`src/logic/gpf_map.vh`:
```
// Purpose: Register offsets, field positions and reset values for the pin function block.
// Assumes: Included by the pin function design file only.
// Notes: Offsets are the device's register addresses on the plain register port.
`ifndef GPF_MAP_VH
`define GPF_MAP_VH

`define GPF_ADDR_W 8
`define GPF_OFS_PIN_FUNC 8'h27
`define GPF_OFS_PIN_STATE 8'h28
`define GPF_OFS_THERMAL 8'h29
`define GPF_OFS_GPO_EN 8'h2A
`define GPF_OFS_IRQ_STAT 8'h2B
`define GPF_OFS_IRQ_MASK 8'h2C

`define GPF_RST_PIN_FUNC 8'h00
`define GPF_RST_PIN_STATE 4'h0
`define GPF_RST_THERMAL 1'b0
`define GPF_RST_GPO_EN 4'h0
`define GPF_RST_IRQ 2'h0

`define GPF_FLD_ALERT_EN 0
`define GPF_FLD_BUSY_EN 1
`define GPF_FLD_LANE_LO 2
`define GPF_FLD_LANE_HI 3
`define GPF_FLD_ALERT_SEL 4
`define GPF_FLD_BUSY_SEL 5
`define GPF_FLD_OV_ALT_MODE 7
`define GPF_PIN_FUNC_WMASK 8'hBF

`define GPF_LANE_ONE 2'h0
`define GPF_LANE_TWO 2'h1
`define GPF_LANE_PKG 2'h2
`define GPF_LANE_ONE_ALT 2'h3

`define GPF_LANES_1 3'h1
`define GPF_LANES_2 3'h2
`define GPF_LANES_4 3'h4

`define GPF_PIN_SHARED0 0
`define GPF_PIN_TWO 2
`define GPF_PIN_THREE 3

`endif

```
`src/logic/gpf_pin_function.v`:
```
// Purpose: Pin function control, pin state and thermal include registers of the converter.
// Assumes: One clock; register port with read data one cycle after the read strobe.
// Notes: Higher priority pin owners arrive on hi_prio_own_i from the arbitration logic.
//
// Overview of operation
// - Lane select code 0 gives one output lane, code 1 gives two lanes and code 11 gives one lane.
// - Lane code 10 (field value 2) gives one lane on the leaded package and four on wafer-level.
// - With busy enable set and no higher owner, the busy indicator goes to the chosen busy pin.
// - With alert enable set, no higher owner and no busy indicator on that pin, the alert indicator goes to the chosen alert pin.
// - Pin state bits 7:4 are read-only and show the levels of pins configured as inputs.
// - On the leaded package the upper three input level bits always read as zero.
// - Pin state bits 3:0 are writable and set the level of pins configured as outputs.
// - Upper three output level bits act only on wafer-level; on leaded they drive no pin.
// - With a sequencer active and the thermal include bit set, the sensor joins the sequence.
// - Pin state and thermal control registers reset to zero; thermal bits 7:1 read zero.
// - Lane select occupies bits 3:2 of the pin function register, read-write, reset zero.
// - Busy choice 0 uses shared pin zero, 1 uses general pin three, the latter on wafer-level only.
// - Alert choice 0 uses shared pin zero, 1 uses general pin two, the latter on wafer-level only.
//
// Decided for this implementation: strobed register access.
`timescale 1ns/1ps
`default_nettype none
`include "gpf_map.vh"

module gpf_pin_function (
  // Clock and reset.
  input wire clk_sys_i,
  input wire rst_b_i,
  // Register port.
  input wire [7:0] reg_addr_i,
  input wire [7:0] reg_wdata_i,
  input wire reg_wr_i,
  input wire reg_rd_i,
  output reg [7:0] reg_rdata_o,
  // Package strap, high on the wafer-level package.
  input wire pkg_wafer_i,
  // Internal indicators and sequencer state.
  input wire conv_busy_i,
  input wire alert_i,
  input wire seq_active_i,
  input wire [3:0] hi_prio_own_i,
  // Pins.
  input wire [3:0] gp_pin_i,
  output reg [3:0] gp_pin_o,
  output reg [3:0] gp_pin_oe_o,
  // Status toward the rest of the device.
  output reg [2:0] sdo_lanes_o,
  output reg temp_in_seq_o,
  output reg ov_alt_mode_o,
  output reg irq_o
);

  reg [7:0] pin_func_r;
  reg [3:0] out_level_r;
  reg thermal_en_r;
  reg [3:0] gpo_en_r;
  reg [1:0] irq_stat_r;
  reg [1:0] irq_mask_r;
  reg [3:0] pin_meta_r;
  reg [3:0] pin_sync_r;
  reg [3:0] in_level_r;
  reg pkg_wafer_r;
  reg pkg_captured_r;
  reg pkg_meta_r;
  reg pkg_sync_r;
  reg [1:0] pkg_step_r;
  reg [1:0] irq_stat_nxt;
  reg busy_d_r;
  reg alert_d_r;
  reg [7:0] rdata_nxt;
  reg [2:0] lanes_nxt;
  reg [3:0] pin_nxt;
  reg [3:0] oe_nxt;
  reg [3:0] in_mask;
  reg [3:0] busy_route;
  reg [3:0] alert_route;
  wire [1:0] lane_code;
  wire [1:0] irq_event;
  reg wr_func;
  reg wr_state;
  reg wr_thermal;
  reg wr_gpo_en;
  reg wr_stat;
  reg wr_mask;

  assign lane_code = pin_func_r[`GPF_FLD_LANE_HI:`GPF_FLD_LANE_LO];

  // One strobe per register; an unmapped address selects nothing, so the write is dropped.
  always @* begin
    wr_func = 1'b0;
    wr_state = 1'b0;
    wr_thermal = 1'b0;
    wr_gpo_en = 1'b0;
    wr_stat = 1'b0;
    wr_mask = 1'b0;
    if (reg_wr_i) begin
      case (reg_addr_i)
        `GPF_OFS_PIN_FUNC: wr_func = 1'b1;
        `GPF_OFS_PIN_STATE: wr_state = 1'b1;
        `GPF_OFS_THERMAL: wr_thermal = 1'b1;
        `GPF_OFS_GPO_EN: wr_gpo_en = 1'b1;
        `GPF_OFS_IRQ_STAT: wr_stat = 1'b1;
        `GPF_OFS_IRQ_MASK: wr_mask = 1'b1;
        default: wr_func = 1'b0;
      endcase
    end
  end

  // Events: bit 0 busy rising edge, bit 1 alert rising edge.
  assign irq_event = {alert_i & ~alert_d_r, conv_busy_i & ~busy_d_r};

  //////////////////////////////////////////////////////////////////////////////
  // Pin synchroniser and package strap capture.

  always @(posedge clk_sys_i or negedge rst_b_i) begin
    if (!rst_b_i) begin
      pin_meta_r <= 4'h0;
      pin_sync_r <= 4'h0;
    end else begin
      pin_meta_r <= gp_pin_i;
      pin_sync_r <= pin_meta_r;
    end
  end

  always @(posedge clk_sys_i or negedge rst_b_i) begin
    if (!rst_b_i) begin
      pkg_meta_r <= 1'b0;
      pkg_sync_r <= 1'b0;
      pkg_step_r <= 2'h0;
      pkg_wafer_r <= 1'b0;
      pkg_captured_r <= 1'b0;
    end else begin
      pkg_meta_r <= pkg_wafer_i;
      pkg_sync_r <= pkg_meta_r;
      // The strap is taken once, after it has crossed both flops, and then held.
      // Until then the leaded behaviour applies, which never drives the wafer-only pins.
      if (!pkg_captured_r) begin
        if (pkg_step_r == 2'h2) begin
          pkg_wafer_r <= pkg_sync_r;
          pkg_captured_r <= 1'b1;
        end else begin
          pkg_step_r <= pkg_step_r + 2'h1;
        end
      end
    end
  end

  //////////////////////////////////////////////////////////////////////////////
  // Registers.

  always @(posedge clk_sys_i or negedge rst_b_i) begin
    if (!rst_b_i) begin
      pin_func_r <= `GPF_RST_PIN_FUNC;
    end else if (wr_func) begin
      // Bit 6 is reserved and is always stored as zero.
      pin_func_r <= reg_wdata_i & `GPF_PIN_FUNC_WMASK;
    end
  end

  always @(posedge clk_sys_i or negedge rst_b_i) begin
    if (!rst_b_i) begin
      out_level_r <= `GPF_RST_PIN_STATE;
    end else if (wr_state) begin
      out_level_r <= reg_wdata_i[3:0];
    end
  end

  always @(posedge clk_sys_i or negedge rst_b_i) begin
    if (!rst_b_i) begin
      thermal_en_r <= `GPF_RST_THERMAL;
    end else if (wr_thermal) begin
      thermal_en_r <= reg_wdata_i[0];
    end
  end

  always @(posedge clk_sys_i or negedge rst_b_i) begin
    if (!rst_b_i) begin
      gpo_en_r <= `GPF_RST_GPO_EN;
    end else if (wr_gpo_en) begin
      gpo_en_r <= reg_wdata_i[3:0];
    end
  end

  always @(posedge clk_sys_i or negedge rst_b_i) begin
    if (!rst_b_i) begin
      irq_mask_r <= `GPF_RST_IRQ;
    end else if (wr_mask) begin
      irq_mask_r <= reg_wdata_i[1:0];
    end
  end

  always @(posedge clk_sys_i or negedge rst_b_i) begin
    if (!rst_b_i) begin
      busy_d_r <= 1'b0;
      alert_d_r <= 1'b0;
    end else begin
      busy_d_r <= conv_busy_i;
      alert_d_r <= alert_i;
    end
  end

  // The set term comes after the clear, so an event that meets a clear still lands.
  always @* begin
    irq_stat_nxt = irq_stat_r;
    if (wr_stat) begin
      irq_stat_nxt = irq_stat_nxt & ~reg_wdata_i[1:0];
    end
    irq_stat_nxt = irq_stat_nxt | irq_event;
  end

  always @(posedge clk_sys_i or negedge rst_b_i) begin
    if (!rst_b_i) begin
      irq_stat_r <= `GPF_RST_IRQ;
    end else begin
      irq_stat_r <= irq_stat_nxt;
    end
  end

  //////////////////////////////////////////////////////////////////////////////
  // Pin ownership and drive.

  always @* begin
    busy_route = 4'h0;
    alert_route = 4'h0;
    if (pin_func_r[`GPF_FLD_BUSY_EN]) begin
      if (pkg_wafer_r && pin_func_r[`GPF_FLD_BUSY_SEL]) begin
        busy_route[`GPF_PIN_THREE] = 1'b1;
      end else begin
        busy_route[`GPF_PIN_SHARED0] = 1'b1;
      end
    end
    if (pin_func_r[`GPF_FLD_ALERT_EN]) begin
      if (pkg_wafer_r && pin_func_r[`GPF_FLD_ALERT_SEL]) begin
        alert_route[`GPF_PIN_TWO] = 1'b1;
      end else begin
        alert_route[`GPF_PIN_SHARED0] = 1'b1;
      end
    end
  end

  genvar gi;
  generate
    for (gi = 0; gi < 4; gi = gi + 1) begin : g_pin
      wire wafer_ok;
      assign wafer_ok = (gi == 0) || pkg_wafer_r;
      always @* begin
        pin_nxt[gi] = 1'b0;
        oe_nxt[gi] = 1'b0;
        in_mask[gi] = 1'b0;
        if (hi_prio_own_i[gi]) begin
          oe_nxt[gi] = 1'b0;
        end else if (busy_route[gi]) begin
          pin_nxt[gi] = conv_busy_i;
          oe_nxt[gi] = 1'b1;
        end else if (alert_route[gi]) begin
          pin_nxt[gi] = alert_i;
          oe_nxt[gi] = 1'b1;
        end else if (gpo_en_r[gi] && wafer_ok) begin
          pin_nxt[gi] = out_level_r[gi];
          oe_nxt[gi] = 1'b1;
        end else begin
          in_mask[gi] = wafer_ok;
        end
      end
    end
  endgenerate

  always @* begin
    case (lane_code)
      `GPF_LANE_ONE: lanes_nxt = `GPF_LANES_1;
      `GPF_LANE_TWO: lanes_nxt = `GPF_LANES_2;
      `GPF_LANE_PKG: lanes_nxt = pkg_wafer_r ? `GPF_LANES_4 : `GPF_LANES_1;
      default: lanes_nxt = `GPF_LANES_1;
    endcase
  end

  //////////////////////////////////////////////////////////////////////////////
  // Read mux and registered outputs.

  always @* begin
    rdata_nxt = 8'h00;
    case (reg_addr_i)
      `GPF_OFS_PIN_FUNC: rdata_nxt = pin_func_r;
      `GPF_OFS_PIN_STATE: rdata_nxt = {in_level_r, out_level_r};
      `GPF_OFS_THERMAL: rdata_nxt = {7'h00, thermal_en_r};
      `GPF_OFS_GPO_EN: rdata_nxt = {4'h0, gpo_en_r};
      `GPF_OFS_IRQ_STAT: rdata_nxt = {6'h00, irq_stat_r};
      `GPF_OFS_IRQ_MASK: rdata_nxt = {6'h00, irq_mask_r};
      default: rdata_nxt = 8'h00;
    endcase
  end

  // Read data stands in each cycle after one with the read strobe high and is zero otherwise.
  always @(posedge clk_sys_i or negedge rst_b_i) begin
    if (!rst_b_i) begin
      reg_rdata_o <= 8'h00;
    end else begin
      reg_rdata_o <= reg_rd_i ? rdata_nxt : 8'h00;
    end
  end

  always @(posedge clk_sys_i or negedge rst_b_i) begin
    if (!rst_b_i) begin
      in_level_r <= 4'h0;
    end else begin
      in_level_r <= pin_sync_r & in_mask;
    end
  end

  always @(posedge clk_sys_i or negedge rst_b_i) begin
    if (!rst_b_i) begin
      gp_pin_o <= 4'h0;
      gp_pin_oe_o <= 4'h0;
    end else begin
      gp_pin_o <= pin_nxt;
      gp_pin_oe_o <= oe_nxt;
    end
  end

  always @(posedge clk_sys_i or negedge rst_b_i) begin
    if (!rst_b_i) begin
      sdo_lanes_o <= `GPF_LANES_1;
    end else begin
      sdo_lanes_o <= lanes_nxt;
    end
  end

  always @(posedge clk_sys_i or negedge rst_b_i) begin
    if (!rst_b_i) begin
      temp_in_seq_o <= 1'b0;
    end else begin
      temp_in_seq_o <= seq_active_i & thermal_en_r;
    end
  end

  always @(posedge clk_sys_i or negedge rst_b_i) begin
    if (!rst_b_i) begin
      ov_alt_mode_o <= 1'b0;
    end else begin
      ov_alt_mode_o <= pin_func_r[`GPF_FLD_OV_ALT_MODE];
    end
  end

  always @(posedge clk_sys_i or negedge rst_b_i) begin
    if (!rst_b_i) begin
      irq_o <= 1'b0;
    end else begin
      irq_o <= |(irq_stat_r & irq_mask_r);
    end
  end

endmodule
`default_nettype wire

```
`config.mk`:
```
export PLATFORM = sky130hd
export DESIGN_NAME = gpf_pin_function
export DESIGN_NICKNAME = d
export VERILOG_FILES = /design/src/logic/gpf_pin_function.v
export VERILOG_INCLUDE_DIRS = /design/src /design/src/logic
export SDC_FILE = /design/constraint.sdc
export NUM_CORES = 1
export LEC_CHECK = 0
export BUFFER_PORTS_ARGS = -buffer_cell sky130_fd_sc_hd__buf_2
export CORE_ASPECT_RATIO = 0.75
export CORE_MARGIN = 1
export CORE_UTILIZATION = 56
export CTS_BUF_LIST = sky130_fd_sc_hd__clkbuf_4
export CTS_CLUSTER_SIZE = 30
export DETAILED_ROUTE_END_ITERATION = 7
export HOLD_SLACK_MARGIN = 0.02
export PLACE_DENSITY = 0.82
export SLEW_MARGIN = 20
export SYNTH_ARGS = -nofsm -noshare
export SYNTH_HDL_FRONTEND = slang
export SYNTH_SLANG_ARGS = --single-unit
export TNS_END_PERCENT = 30
```
`constraint.sdc`:
```
create_clock -name clk_sys_i -period 1.9 [get_ports clk_sys_i]
set_input_delay 0 -clock clk_sys_i [delete_from_list [all_inputs] [get_ports clk_sys_i]]
set_output_delay 0 -clock clk_sys_i [all_outputs]
set_load 0.02 [all_outputs]
```
==> flow_summary.toml <==
[run_status]
status = "completed"

[logic_synthesis]
synth.cell_area_sq_um = 2480
synth_nets = 219
avgSynthCellArea_sq_um = 13.4
syn_inst = 186
synth_cell_types = 42
synthArstFlopShare = 1.00
ys_warn_count = 0
synthFlopType = "dfrtp_1"
synth_seq_cells = 62
synth_edf_count = 0
synth-seq-area-share = 0.625

[setup_path]
cp_data_arrival_time_ns = 2.08
path_max_fanout = 12
critical_path_required_ns = 2.24
critPathCaptureType = "register"
cp_common_cell = "dlygate4sd3_1"
slowest_delay_ns = 0.56
path_class = "primary input to register"
cp_cell_sequence = "dlygate4sd3_1 -> buf_2 -> and3b_1 -> and3_2 -> nand2_1 -> a31oi_1 -> dlygate4sd3_1"
startpoint_type = "primary input"
worstRegToRegCells = 5
slowest_stage = "dlygate4sd3_1"

[sta]
max_clock_freq_ghz = 0.575
post-route-period-util = 0.915
relSlewSlack = 0.685
drv_slew = 0
rsz0062_at_grt = "no"
tightest_slew_ns = 0.471
whs_ns = 0.0524
tns_ns = 0
hold_viol = 0
fin_crit_ns = 1.74
setup_viol = 0
clock_skew_ns = 0.0122

[floorplanning]
die_width_um = 78.9
die_area_sq_um = 4710
core_area_sq_um = 4150
core.rowCount = 20
initial_core_util = 0.598
io_pins = 54
die_y_um = 59.7

[min_path]
hp-class = "primary input to async pin"

[layout]
drive_above_1_share = 0.359
design_area_sq_um = 3150
fin_util = 0.758
nets = 303
areaGrowthSynthToFinish_pct = 26.8
diodes = 0

[clock_tree]
worst_skew_pair.late_latency_ns = 0.40
htree_levels = 3
cts_num_sinks = 62
cts-root-buf = "clkbuf_4"
cts_made_buffers = 9
clk_pin_slew_ns = 0.09
cts_tree = "built"
cts.path.max_buffers = 2
cts_resized = 0

[global_routing]
grt_pass1_vias = 1731
antenna_found_initial = 0
grt_pass1_wl_um = 8180
grt_overflow = 0
grt_max_degree = 25
grt_use_total = 0.246

[routing]
wire_per_inst_um = 14.7
detail-route-antenna-nets = 0
drtIter0Drc = 130
num_vias = 1701
drt_first_pass_iters = 4
via_per_inst = 5.19
drt-total-wl_um = 4820
drcViolationCount = 0

[power_and_ir_drop]
leakage_nw = 1.63
peakVddDrop_mv = 0.538
p_per_area_nw_per_um2 = 724
finalPower_mw = 2.28

[placed_design]
io_buffers = 52
placed_area_sq_um = 2810
place.detailed.hpwl_um = 3370
gp_congestion = 0.849

[run]
cap_violations = 0
cells in the final DEF, fill, tap and decap left out, types with 2 or more instances in the layout:
cell type,n
dfrtp_1,61
nand4_1,3
clkinv_1,3
o21ai_0,3
mux2_4,9
mux2_2,12
nor2_1,9
a22o_1,5
nor4bb_1,2
dlygate4sd3_1,25
buf_2,52
nor2b_1,4
a22oi_1,3
inv_1,6
clkbuf_4,10
buf_4,3
nand2_4,2
and3_2,2
and2_1,3
and3b_1,3
a21oi_1,5
mux2i_1,5
nand2_1,13
nand3_1,7
or3_1,2
timing repair:
action                                 CTS  global route
setup buffers                            0             0
hold buffers                            25             0
endpoints found under the hold margin  109             0
worst max-delay path, delay by kind of cell:
kind,cells,cell delay (ns)
and+or+nand+nor,3,0.58
AOI/OAI and AO/OA,1,0.18
buffers and inverters,3,1.30
layout make-up:
cell class	count	area, sq um
Multi-Input combinational cell	111	881
Sequential cell	62	1550
Timing Repair Buffer	80	533
Clock buffer	10	75.1
Clock inverter	4	16.3
Fill cell	295	1000
Tap cell	55	68.8
Inverter	6	22.5
routing by layer:
| layer | GRT usage | vias up | routed length [um] |
|---|---|---|---|
| met3 | 0.113 | 12 | 419 |
| met4 | 0.0701 | 0 | 65 |
| met2 | 0.393 | 65 | 2220 |
| met1 | 0.308 | 795 | 2120 |
| li1 | - | 829 | - |
| met5 | 0 | - | 0 |
synthesized netlist by cell type (2+ instances only):
cell | n | area [sq um]
a22oi_1 | 3 | 22.5
inv_1 | 6 | 22.5
a22o_1 | 5 | 43.8
and3_2 | 2 | 15.0
mux2_2 | 12 | 135
nor4bb_1 | 2 | 20.0
clkbuf_1 | 6 | 22.5
nor2_1 | 9 | 33.8
mux2i_1 | 5 | 50.1
nand2_1 | 13 | 48.8
and3b_1 | 3 | 26.3
o21ai_0 | 3 | 15.0
or3_1 | 2 | 12.5
nand3_1 | 7 | 35.0
and2_1 | 3 | 18.8
a21oi_1 | 5 | 25.0
nand4_1 | 3 | 18.8
mux2_4 | 9 | 135
dfrtp_1 | 61 | 1530
nor2b_1 | 4 | 25.0
nand2_4 | 2 | 22.5
power by group:
| group | internal [mW] | switching, mW | total (mW) |
|---|---|---|---|
| Sequential | 1.37 | 0.0334 | 1.40 |
| Combinational | 0.111 | 0.105 | 0.216 |
| Clock | 0.254 | 0.411 | 0.666 |
| Total | 1.73 | 0.550 | 2.28 |
final timing paths:
| check | startpoint | to | slack, ns |
|---|---|---|---|
| worst max-delay path | reg_addr_i[0] | reg_rdata_o[0] | 0.16 |
| worst min-delay path | rst_b_i | thermal_en_r | 0.05 |
| worst max register to register | irq_stat_r[0] | reg_rdata_o[0] | 0.17 |
| worst min register to register | pin_meta_r[1] | pin_sync_r[1] | 0.35 |
| max in group asynchronous | rst_b_i | out_level_r[3] | 1.20 |
| min in group clk_sys_i | reg_addr_i[3] | reg_rdata_o[3] | 0.06 |
state kept, by name, summed over array words and instances, names as in the netlist, 2 cells and up:
signal       flops
irq_mask_r       2
gp_pin_o         4
gp_pin_oe_o      4
pin_meta_r       4
gpo_en_r         4
irq_stat_r       2
sdo_lanes_o      3
pin_sync_r       4
pin_func_r       7
in_level_r       4
pkg_step_r       2
reg_rdata_o      8
out_level_r      4
cells by family after synthesis:
logic type | share of synthesized area
buf+inv | 0.0201
flops | 0.625
fa+ha+maj | 0.00504
xor+xnor | 0.00353
mux | 0.129
compound gates | 0.0589
simple gates | 0.158
stage by stage:
| step | std cells | worst slack (ns) |
|---|---|---|
| 2_1_floorplan | 186 | 0.653 |
| 3_3_place_gp | 289 | 0.579 |
| 3_5_place_dp | 289 | 0.566 |
| 4_1_cts | 328 | 0.197 |
| 5_1_grt | 328 | 0.0742 |
| 6_report | 328 | 0.162 |
(Power assumes the default switching activity.)
